===== src/rtl/acq_ctrl_pkg.sv =====
package acq_ctrl_pkg;

  // Register offsets inside the first I/O window
  localparam logic [7:0] CHAN_CTRL_OFS  = 8'h02;
  localparam logic [7:0] GAIN_CTRL_OFS  = 8'h04;
  localparam logic [7:0] TRIG_MODE_OFS  = 8'h06;
  localparam logic [7:0] IRQ_SEL_OFS    = 8'h08;
  localparam logic [7:0] SOFT_TRIG_OFS  = 8'h0a;
  localparam logic [7:0] IRQ1_CLR_OFS   = 8'h0c;
  localparam logic [7:0] IRQ2_CLR_OFS   = 8'h0e;
  localparam logic [7:0] TMR_CNT0_OFS   = 8'h20;
  localparam logic [7:0] TMR_CNT1_OFS   = 8'h22;
  localparam logic [7:0] TMR_CNT2_OFS   = 8'h24;
  localparam logic [7:0] TMR_CTRL_OFS   = 8'h26;

  // Field widths
  localparam int CHAN_W      = 5;
  localparam int GAIN_W      = 2;
  localparam int MODE_W      = 4;
  localparam int ISEL_W      = 3;
  localparam int FIFO_STAT_W = 4;
  localparam int TMR_W       = 8;
  localparam int BUS_W       = 16;

  // Interrupt select register bit positions
  localparam int SRC0_SEL_BIT  = 0;
  localparam int SRC1_SEL_BIT  = 1;
  localparam int FIFO_DIS_BIT  = 2;
  localparam int IN_CFG_BIT    = 3;

  // Trigger mode register bit positions
  localparam int AUTO_SCAN_BIT = 0;
  localparam int PACER_SEL_BIT = 1;

  // Reset values
  localparam logic [CHAN_W-1:0] CHAN_RST = 5'h00;
  localparam logic [GAIN_W-1:0] GAIN_RST = 2'h0;
  localparam logic [MODE_W-1:0] MODE_RST = 4'h0;
  localparam logic [ISEL_W-1:0] ISEL_RST = 3'h0;

  // Channel limit in differential mode
  localparam logic [CHAN_W-1:0] DIFF_CHAN_MASK = 5'h0f;

endpackage : acq_ctrl_pkg


===== src/rtl/scan_if.sv =====
`timescale 1ns/100ps
`default_nettype none
interface scan_if;
  logic       auto_scan_on;
  logic [4:0] last_chan;
  logic       step;
  logic [4:0] chan_out;

  modport ctrl (output auto_scan_on, output last_chan, output step, input chan_out);
  modport seq  (input auto_scan_on, input last_chan, input step, output chan_out);
endinterface : scan_if
`default_nettype wire


===== src/rtl/acq_ctrl.sv =====
// Behaviour
// - Two interrupt lines, sources chosen in interrupt select register.
// - Source select bit 0: end of conversion when 0, FIFO half full when 1.
// - Second interrupt line carries timer events only.
// - FIFO disable bit: 0 enables, 1 disables, 0 after reset.
// - Writing disable bit 0,1,0 empties the FIFO.
// - Input config bit read-only, shows jumper: 1 single-ended, 0 differential.
// - Interrupt select register reads back the last written settings.
// - Any write to software trigger location gives one conversion pulse.
// - Writes to the clear locations clear the matching interrupt flag unless it is set in the same cycle.
// - Timer window: three counters at 20h,22h,24h, control byte at 26h.
// - Conversion starts on rising edge of the chosen trigger.
// - Auto-scan off: channel register selects the channel.
// - Auto-scan on: channel steps 0 to last, one per trigger edge.
// - After last channel, scan wraps to zero until auto-scan cleared.
// - 32 single-ended or 16 differential channels by input config.
// - One 4-level gain setting applies to all channels.
// - Channel number is 5 LSBs; read returns the written setting.
// - Gain field two bits, 00 lowest to 11 highest.
`timescale 1ns/100ps
`default_nettype none
module acq_ctrl
  import acq_ctrl_pkg::*;
(
  input  wire logic                   ref_clk,
  input  wire logic                   rst,
  input  wire logic [7:0]             io_addr,
  input  wire logic                   io_wr_en,
  input  wire logic                   io_rd_en,
  input  wire logic [BUS_W-1:0]       io_wdata,
  output logic      [BUS_W-1:0]       io_rdata,
  output logic                        io_rd_valid,
  input  wire logic                   input_type_jumper,
  input  wire logic                   eoc_in,
  input  wire logic                   fifo_half_full_in,
  input  wire logic [FIFO_STAT_W-1:0] fifo_status_in,
  input  wire logic                   timer_irq_in,
  input  wire logic                   pacer_in,
  input  wire logic [TMR_W-1:0]       tmr_rdata,
  output logic                        tmr_rd,
  output logic [1:0]                  tmr_rd_addr,
  output logic                        tmr_wr,
  output logic [1:0]                  tmr_wr_addr,
  output logic [TMR_W-1:0]            tmr_wdata,
  output logic                        conv_start,
  output logic [CHAN_W-1:0]           mux_channel,
  output logic [GAIN_W-1:0]           gain_select,
  output logic                        fifo_enable,
  output logic                        fifo_flush,
  output logic                        irq1,
  output logic                        irq2
);

  typedef struct packed {
    logic [CHAN_W-1:0] chan;
    logic [GAIN_W-1:0] gain;
    logic [MODE_W-1:0] mode;
    logic [ISEL_W-1:0] isel;
    logic              irq1;
    logic              irq2;
    logic              conv;
    logic              flush;
    logic              pacer_d;
    logic              eoc_d;
    logic              hf_d;
    logic              tmr_d;
    logic [BUS_W-1:0]  rdata;
    logic              rvalid;
    logic              tmr_wr;
    logic [1:0]        tmr_idx;
    logic [TMR_W-1:0]  tmr_wdata;
  } ctrl_t;

  ctrl_t st_r;
  ctrl_t st_nxt;

  scan_if sif ();

  logic wr_chan;
  logic wr_gain;
  logic wr_mode;
  logic wr_isel;
  logic wr_soft;
  logic wr_clr1;
  logic wr_clr2;
  logic tmr_hit;
  logic eoc_rise;
  logic hf_rise;
  logic tmr_rise;
  logic pacer_rise;
  logic irq1_set;
  logic irq2_set;
  logic trig_now;

  // Address decode
  assign wr_chan = io_wr_en && io_addr == CHAN_CTRL_OFS;
  assign wr_gain = io_wr_en && io_addr == GAIN_CTRL_OFS;
  assign wr_mode = io_wr_en && io_addr == TRIG_MODE_OFS;
  assign wr_isel = io_wr_en && io_addr == IRQ_SEL_OFS;
  assign wr_soft = io_wr_en && io_addr == SOFT_TRIG_OFS;
  assign wr_clr1 = io_wr_en && io_addr == IRQ1_CLR_OFS;
  assign wr_clr2 = io_wr_en && io_addr == IRQ2_CLR_OFS;
  assign tmr_hit = io_addr == TMR_CNT0_OFS || io_addr == TMR_CNT1_OFS
                || io_addr == TMR_CNT2_OFS || io_addr == TMR_CTRL_OFS;

  // Edge detection of event inputs
  assign eoc_rise   = eoc_in && !st_r.eoc_d;
  assign hf_rise    = fifo_half_full_in && !st_r.hf_d;
  assign tmr_rise   = timer_irq_in && !st_r.tmr_d;
  assign pacer_rise = pacer_in && !st_r.pacer_d;

  // Interrupt sources
  assign irq1_set = st_r.isel[SRC0_SEL_BIT] ? hf_rise : eoc_rise;
  assign irq2_set = st_r.isel[SRC1_SEL_BIT] && tmr_rise;

  // Trigger: software write, or pacer rising edge when selected
  assign trig_now = wr_soft || (st_r.mode[PACER_SEL_BIT] && pacer_rise);

  always_comb begin
    st_nxt         = st_r;
    st_nxt.eoc_d   = eoc_in;
    st_nxt.hf_d    = fifo_half_full_in;
    st_nxt.tmr_d   = timer_irq_in;
    st_nxt.pacer_d = pacer_in;
    st_nxt.conv    = trig_now;
    st_nxt.flush   = 1'b0;
    st_nxt.rvalid  = io_rd_en;
    st_nxt.tmr_wr  = io_wr_en && tmr_hit;

    if (io_wr_en && tmr_hit) begin
      st_nxt.tmr_idx   = io_addr[2:1];
      st_nxt.tmr_wdata = io_wdata[TMR_W-1:0];
    end

    if (wr_chan) begin
      st_nxt.chan = io_wdata[CHAN_W-1:0];
    end
    if (wr_gain) begin
      st_nxt.gain = io_wdata[GAIN_W-1:0];
    end
    if (wr_mode) begin
      st_nxt.mode = io_wdata[MODE_W-1:0];
    end
    if (wr_isel) begin
      st_nxt.isel = io_wdata[ISEL_W-1:0];
      st_nxt.flush = io_wdata[FIFO_DIS_BIT] && !st_r.isel[FIFO_DIS_BIT];
    end

    // Set wins over a clear in the same cycle
    if (irq1_set) begin
      st_nxt.irq1 = 1'b1;
    end else if (wr_clr1) begin
      st_nxt.irq1 = 1'b0;
    end
    if (irq2_set) begin
      st_nxt.irq2 = 1'b1;
    end else if (wr_clr2) begin
      st_nxt.irq2 = 1'b0;
    end

    // Read mux, unmapped and write-only locations read zero
    st_nxt.rdata = '0;
    if (io_rd_en) begin
      unique case (io_addr)
        CHAN_CTRL_OFS: st_nxt.rdata[CHAN_W-1:0] = st_r.chan;
        GAIN_CTRL_OFS: st_nxt.rdata[GAIN_W-1:0] = st_r.gain;
        TRIG_MODE_OFS: st_nxt.rdata[MODE_W-1:0] = st_r.mode;
        IRQ_SEL_OFS: begin
          st_nxt.rdata[ISEL_W-1:0] = st_r.isel;
          st_nxt.rdata[IN_CFG_BIT] = input_type_jumper;
        end
        SOFT_TRIG_OFS: st_nxt.rdata[FIFO_STAT_W-1:0] = fifo_status_in;
        TMR_CNT0_OFS,
        TMR_CNT1_OFS,
        TMR_CNT2_OFS: st_nxt.rdata[TMR_W-1:0] = tmr_rdata;
        default: st_nxt.rdata = '0;
      endcase
    end
  end

  always_ff @(posedge ref_clk or posedge rst) begin
    if (rst) begin
      st_r      <= '0;
      st_r.chan <= CHAN_RST;
      st_r.gain <= GAIN_RST;
      st_r.mode <= MODE_RST;
      st_r.isel <= ISEL_RST;
    end else begin
      st_r <= st_nxt;
    end
  end

  // Scan sequencer, steps one cycle after the trigger pulse
  assign sif.auto_scan_on = st_r.mode[AUTO_SCAN_BIT];
  assign sif.last_chan    = input_type_jumper ? st_r.chan
                                              : (st_r.chan & DIFF_CHAN_MASK);
  assign sif.step         = st_r.conv;

  chan_scan_seq u_seq (
    .ref_clk (ref_clk),
    .rst     (rst),
    .sif     (sif)
  );

  // Outputs
  assign io_rdata    = st_r.rdata;
  assign io_rd_valid = st_r.rvalid;
  assign tmr_rd      = io_rd_en && tmr_hit && io_addr != TMR_CTRL_OFS;
  assign tmr_rd_addr = io_addr[2:1];
  assign tmr_wr      = st_r.tmr_wr;
  assign tmr_wr_addr = st_r.tmr_idx;
  assign tmr_wdata   = st_r.tmr_wdata;
  assign conv_start  = st_r.conv;
  assign mux_channel = sif.chan_out;
  assign gain_select = st_r.gain;
  assign fifo_enable = !st_r.isel[FIFO_DIS_BIT];
  assign fifo_flush  = st_r.flush;
  assign irq1        = st_r.irq1;
  assign irq2        = st_r.irq2;
endmodule : acq_ctrl
`default_nettype wire


===== src/rtl/chan_scan_seq.sv =====
`timescale 1ns/100ps
`default_nettype none
module chan_scan_seq
  import acq_ctrl_pkg::*;
(
  input  wire logic ref_clk,
  input  wire logic rst,
  scan_if.seq       sif
);

  typedef struct packed {
    logic [CHAN_W-1:0] idx;
    logic              scan_d;
  } seq_t;

  seq_t st_r;
  seq_t st_nxt;

  always_comb begin
    st_nxt        = st_r;
    st_nxt.scan_d = sif.auto_scan_on;
    if (!sif.auto_scan_on || !st_r.scan_d) begin
      st_nxt.idx = CHAN_RST;
    end else if (sif.step) begin
      if (st_r.idx >= sif.last_chan) begin
        st_nxt.idx = CHAN_RST;
      end else begin
        st_nxt.idx = st_r.idx + 5'h01;
      end
    end
  end

  always_ff @(posedge ref_clk or posedge rst) begin
    if (rst) begin
      st_r <= '0;
    end else begin
      st_r <= st_nxt;
    end
  end

  // Manual mode follows the register, scan mode the counter
  assign sif.chan_out = sif.auto_scan_on ? st_r.idx : sif.last_chan;
endmodule : chan_scan_seq
`default_nettype wire


===== config.mk =====
export PLATFORM = sky130hd
export DESIGN_NAME = acq_ctrl
export DESIGN_NICKNAME = d
export VERILOG_FILES = /design/src/rtl/acq_ctrl_pkg.sv /design/src/rtl/scan_if.sv /design/src/rtl/acq_ctrl.sv /design/src/rtl/chan_scan_seq.sv
export SDC_FILE = /design/constraint.sdc
export NUM_CORES = 1
export LEC_CHECK = 0
export ABC_AREA = 1
export BUFFER_PORTS_ARGS = -buffer_cell sky130_fd_sc_hd__buf_2
export CORE_MARGIN = 2
export CORE_UTILIZATION = 50
export CTS_CLUSTER_SIZE = 25
export DETAILED_ROUTE_END_ITERATION = 10
export PLACE_DENSITY_LB_ADDON = 0.2
export SYNTH_ARGS = -nofsm -noshare
export SYNTH_HDL_FRONTEND = slang
export SYNTH_SLANG_ARGS = --single-unit

===== constraint.sdc =====
create_clock -name ref_clk -period 1.8 [get_ports ref_clk]
set_clock_uncertainty 0.05 [all_clocks]
set_input_delay 0.09 -clock ref_clk [delete_from_list [all_inputs] [get_ports ref_clk]]
set_output_delay 0.09 -clock ref_clk [all_outputs]
set_load 0.01 [all_outputs]

---- After elaboration in Yosys (flattened, before gate mapping) ----
Index checks and enable logic that the tools add are counted.
storage, ports and cells
  register bits ........................... 56
  output and inout port bits .............. 43
cells by class
  add/subtract/negate cells ............... 1
  order comparisons ....................... 1
  equal/unequal tests ..................... 12
  mux-type cells .......................... 16
  reduce and logical (&&, ||, !) cells .... 33
operators with widths
  kind                                                   count
  == test 8 x 4 -> 1 bit, second input constant          4
  == test 8 x 6 -> 1 bit, second input constant          4
  two-way mux 5 bit                                      5
  logical AND 1 bit                                      17
  == test 8 x 3 -> 1 bit, second input constant          2
  one-hot mux 2 bit (6 select lines)                     1
  one-hot mux 2 bit (5 select lines)                     1
  == test 8 x 2 -> 1 bit, second input constant          1
  two-way mux 8 bit                                      1
  inequality test 8 x 6 -> 1 bit, second input constant  1
  logical NOT 1 bit                                      7
  two-way mux 1 bit                                      6
  nonzero test 2 bit                                     3
  adder 5 x 1 -> 5 bit, second input constant            1
  greater-or-equal comparator 5 bit                      1
  logical OR 1 bit                                       5
  two-way mux 3 bit                                      1
  OR reduction 3 bit                                     1
  one-hot mux 1 bit (2 select lines)                     1

---- Longest topological paths before layout ----
  word-level depth ........................ 6
  depth in mapped cells ................... 9

---- Hierarchy ----
From an unflattened synthesis, not the netlist that was laid out.
unflattened totals
  cells, all modules ...................... 323
  area total of the unflattened synthesis .. 2621.3 um^2
by module, submodules not included
  module         times used  cells each  area an instance (um^2)
  acq_ctrl       1           250         2129.5
  chan_scan_seq  1           73          491.7

---- Least setup slack after synthesis ----
No wires, ideal clock.
  kind .................................... reg-to-reg
  from .................................... register u_seq.st_r[3] in the netlist's numbering
  to ...................................... register u_seq.st_r[4] in the netlist's numbering
  setup time .............................. 0.083 ns
  arrival ................................. 1.184 ns
  path slack .............................. 0.483 ns
  cell stages (with the launch flop) ...... 7
  path buffers ............................ 0
  period minus slack after synthesis ...... 1.317 ns
  cells stage by stage .................... dfrtp_1 -> ha_1 -> nand2_1 -> inv_1 -> o21bai_1 -> nand3_1 -> o21ai_0
between the ends
  longest elaborated chain between the ends .. 4
RTL lines
  element                                                                           line                                      RTL
  start, declared                                                                   chan_scan_seq.sv:16                       seq_t st_r;
  start signal, assigned                                                            chan_scan_seq.sv:37                       st_r <= st_nxt;
  adder 5 x 1 -> 5 bit / greater-or-equal comparator 5 bit (equally long branches)  chan_scan_seq.sv:28, chan_scan_seq.sv:25
  two-way mux 5 bit *                                                               chan_scan_seq.sv:25                       if (st_r.idx >= sif.last_chan) begin
  two-way mux 5 bit *                                                               chan_scan_seq.sv:24                       end else if (sif.step) begin
  two-way mux 5 bit *                                                               chan_scan_seq.sv:22                       if (!sif.auto_scan_on || !st_r.scan_d) begin
Every way passes the cells marked *; elsewhere a longest branch is shown, timed or not. The select of a mux whose other input is x is not followed.
A chain may end at the register's enable or synchronous reset.

---- Worst setup path after layout ----
  from .................................... register u_seq.st_r[1] in the netlist's numbering
  to ...................................... register u_seq.st_r[5] in the netlist's numbering
The elaborated chain is that of the path after synthesis.

==> qor.yml <==
rows: 26
clock-sinks: 48
synth_area_mm2: 0.00261
yosysSeqAreaShare: 0.460
tritoncts: "done"
fin_crit_sh: 0.846
instances_no_fill: 448
dominantRegCellSynth: "dfrtp_1"
cts_buffers: 5
final_util: 0.604
synth_warnings: 0
grt-ovfl-total: 0
drt_iter0_markers: 82
wl_per_cell_um: 11.6
ff2ff_path_depth: 5
clock_path_buffers: 2
cts.hold.buffers_added: 13
start_kind: "flip-flop"
worstReg2RegStart: "u_seq.st_r[1]"
cp_max_fo: 4
synth_compound_area_frac: 0.0862
drc: 0
final-setup-viol-count: 0
grt_pass1_vias: 2014
synth_xor_xnor_area_share: 0.00671
synth_top_family_by_area: "simple AND/OR/NAND/NOR gates"
layout-drive-gt1-share: 0.291
fmax_mhz: 656
synth_simple_gate_area_frac: 0.266
grt_max_degree: 49
syn_avg_cell_area_um2: 8.40
synth_edf_count: 0
antenna_cells: 0
coreArea_mm2: 0.00507
routabilityCongestion: 0.821
wl_mm: 5.21
leakage_uw: 0.00168
track_usage: 0.195
synth_area_leaders: "dfrtp_1 (46%), nand2_1 (9.6%), buf_4 (9.5%)"
vdd_drop_max_mv: 0.379
dp_hpwl_mm: 3.85
worst_pin_slew_ns: 0.596
htree_levels: 2
die_h_um: 76.3
synth_top_area_share: 0.460
clkLatencyLatePin_ns: 0.30
via_count: 2091
tns_ns: 0
startpoint: "u_seq.st_r[1]"
reg2reg_to: "u_seq.st_r[5]"
io_pins: 88
finalPower_uw: 2150
worstSetupPathType: "flip-flop to flip-flop"
via_per_inst: 4.67
required_ns: 1.97
grt_pass1_wl_mm: 9.23
slew_headroom: 0.603
die_area_mm2: 0.00582
placed_cells_incl_taps: 427
async_flop_share: 1.00
clockRootBuffer: "clkbuf_8"
muxShareOfSynthArea: 0
status: "completed"
antenna_found_initial: 0
nFillCells: 504
crit_path_end: "u_seq.st_r[5]"
post_cts_buffers: 0
endpoint_kind: "flip-flop"
p_per_area_mw_per_mm2: 701
slew_viol_final: 0
rsz0062_at_grt: "no"
synth_cell_types: 30
synth_top_area_cell: "dfrtp_1"
io_buffers: 71
fin_crit_ns: 1.52
post-place-ws_ns: 0.297
critPathArrivalTime_ns: 1.70
cts_resized: 0
hold_viol_final: 0
syn2layout_area_growth_pct: 17.3
synth_cells: 311
die_w_um: 76.3
timing.final.ws_setup_ns: 0.277
drv_cap: 0
hp-class: "primary input to flip-flop"
cts.reportedPaths.clkPinSlew_ns: 0.09
fin_nets: 428
ant_nets: 0
rrSetupSlack_ns: 0.28
first_pass_iters: 4
start_util: 0.515
ys_ff_latch: 48
synth_fa_ha_area_frac: 0.0287
-- stage by stage --
step                hold slack, ns  cell area [um2]
finish                      0.0353             3060
global route                0.0301             3060
CTS                         0.0313             3060
detailed placement           0.163             2840
global placement             0.158             2840
floorplan                   0.0714             2640
-- cell type report --
type	count	area [um2]	share of cell area
multi-input combinational	200	1040	0.340
sequential	48	1200	0.392
timing repair buffer	87	508	0.166
tap	70	87.6	0.0286
inverter	35	131	0.0429
clock buffer	6	82.6	0.0270
clock inverter	2	10.0	0.00327
-- cell usage after synthesis (3+ instances only) --
cell type and number:
a21oi_1 4, nand3b_1 3, buf_4 33, o21ai_2 7, ha_1 6, inv_2 4
inv_1 30, nand3_1 37, dfrtp_1 48, nand2_1 67, nand2_2 6, nor2_1 20
o21ai_1 5, o21ai_0 18
-- layer usage --
metal	vias up	track usage	wire length, um
li1	1085	-	-
met1	945	0.259	2410
met2	56	0.325	2510
met3	5	0.0427	232
met4	0	0.0491	60
met5	-	0	0
-- registers in the layout, summed over array words and instances, names as in the netlist --
register and cells:
tmr_wr_addr 2, tmr_wdata 8, tmr_wr 1, sif.auto_scan_on 1
st_r 15, u_seq.st_r 6, gain_select 2, irq2 1
conv_start 1, fifo_flush 1, io_rd_valid 1, io_rdata 8
irq1 1
-- power breakdown --
group | internal, uW | total [uW] | switching, uW
Sequential | 1130 | 1160 | 30.7
Clock | 307 | 666 | 359
Combinational | 132 | 315 | 184
-- cells by family (layout without fill, tap and decap cells) --
kind of cell | Yosys count | count (layout)
AOI/OAI and AO/OA | 38 | 38
xor gates and xnor gates | 2 | 2
adders and majority gates | 6 | 6
buffers and inverters | 70 | 130
DFF | 48 | 48
other | 1 | 8
and+or+nand+nor | 146 | 146
-- placed cells by master (no fill, tap or decap) --
cell,Yosys,routed
dlygate4sd3_1,0,13
o22ai_1,1,1
o31ai_1,1,1
o21ai_2,7,7
or3b_2,1,1
nor3_1,2,2
o21bai_1,2,2
buf_4,33,3
nand2_4,2,2
nand2_1,67,67
ha_1,6,6
clkbuf_8,0,6
nand2_2,6,6
nand3_2,2,2
nand3b_1,3,3
nor2_2,2,2
clkinv_1,1,1
a21oi_1,4,4
nor2_1,20,20
o21ai_0,18,18
xor2_1,2,2
clkinv_2,0,2
nor2_8,1,1
inv_1,30,29
inv_2,4,5
dfrtp_1,48,48
nor2_4,2,2
o21ai_1,5,5
buf_2,0,71
nand4_1,1,1
nand3_1,37,37
conb_1,1,8
-- critical path, cell delays in order (launching register included) --
cell and delay (ns):
dfrtp_1 0.41, inv_1 0.13, ha_1 0.24, o21ai_0 0.22, nand3_1 0.19, o21ai_0 0.20
-- worst min-delay path by stage --
stage                start              to  slack [ns]  depth (start not counted)
2_1_floorplan     io_rd_en     io_rd_valid        0.07                          0
3_3_place_gp        eoc_in        st_r[30]        0.16                          1
3_5_place_dp        eoc_in        st_r[30]        0.16                          1
4_1_cts        io_wdata[4]    tmr_wdata[4]        0.03                          3
5_1_grt         io_addr[2]  tmr_wr_addr[1]        0.03                          3
6_report       io_wdata[3]    tmr_wdata[3]        0.04                          3
(Power assumes the default switching activity.)
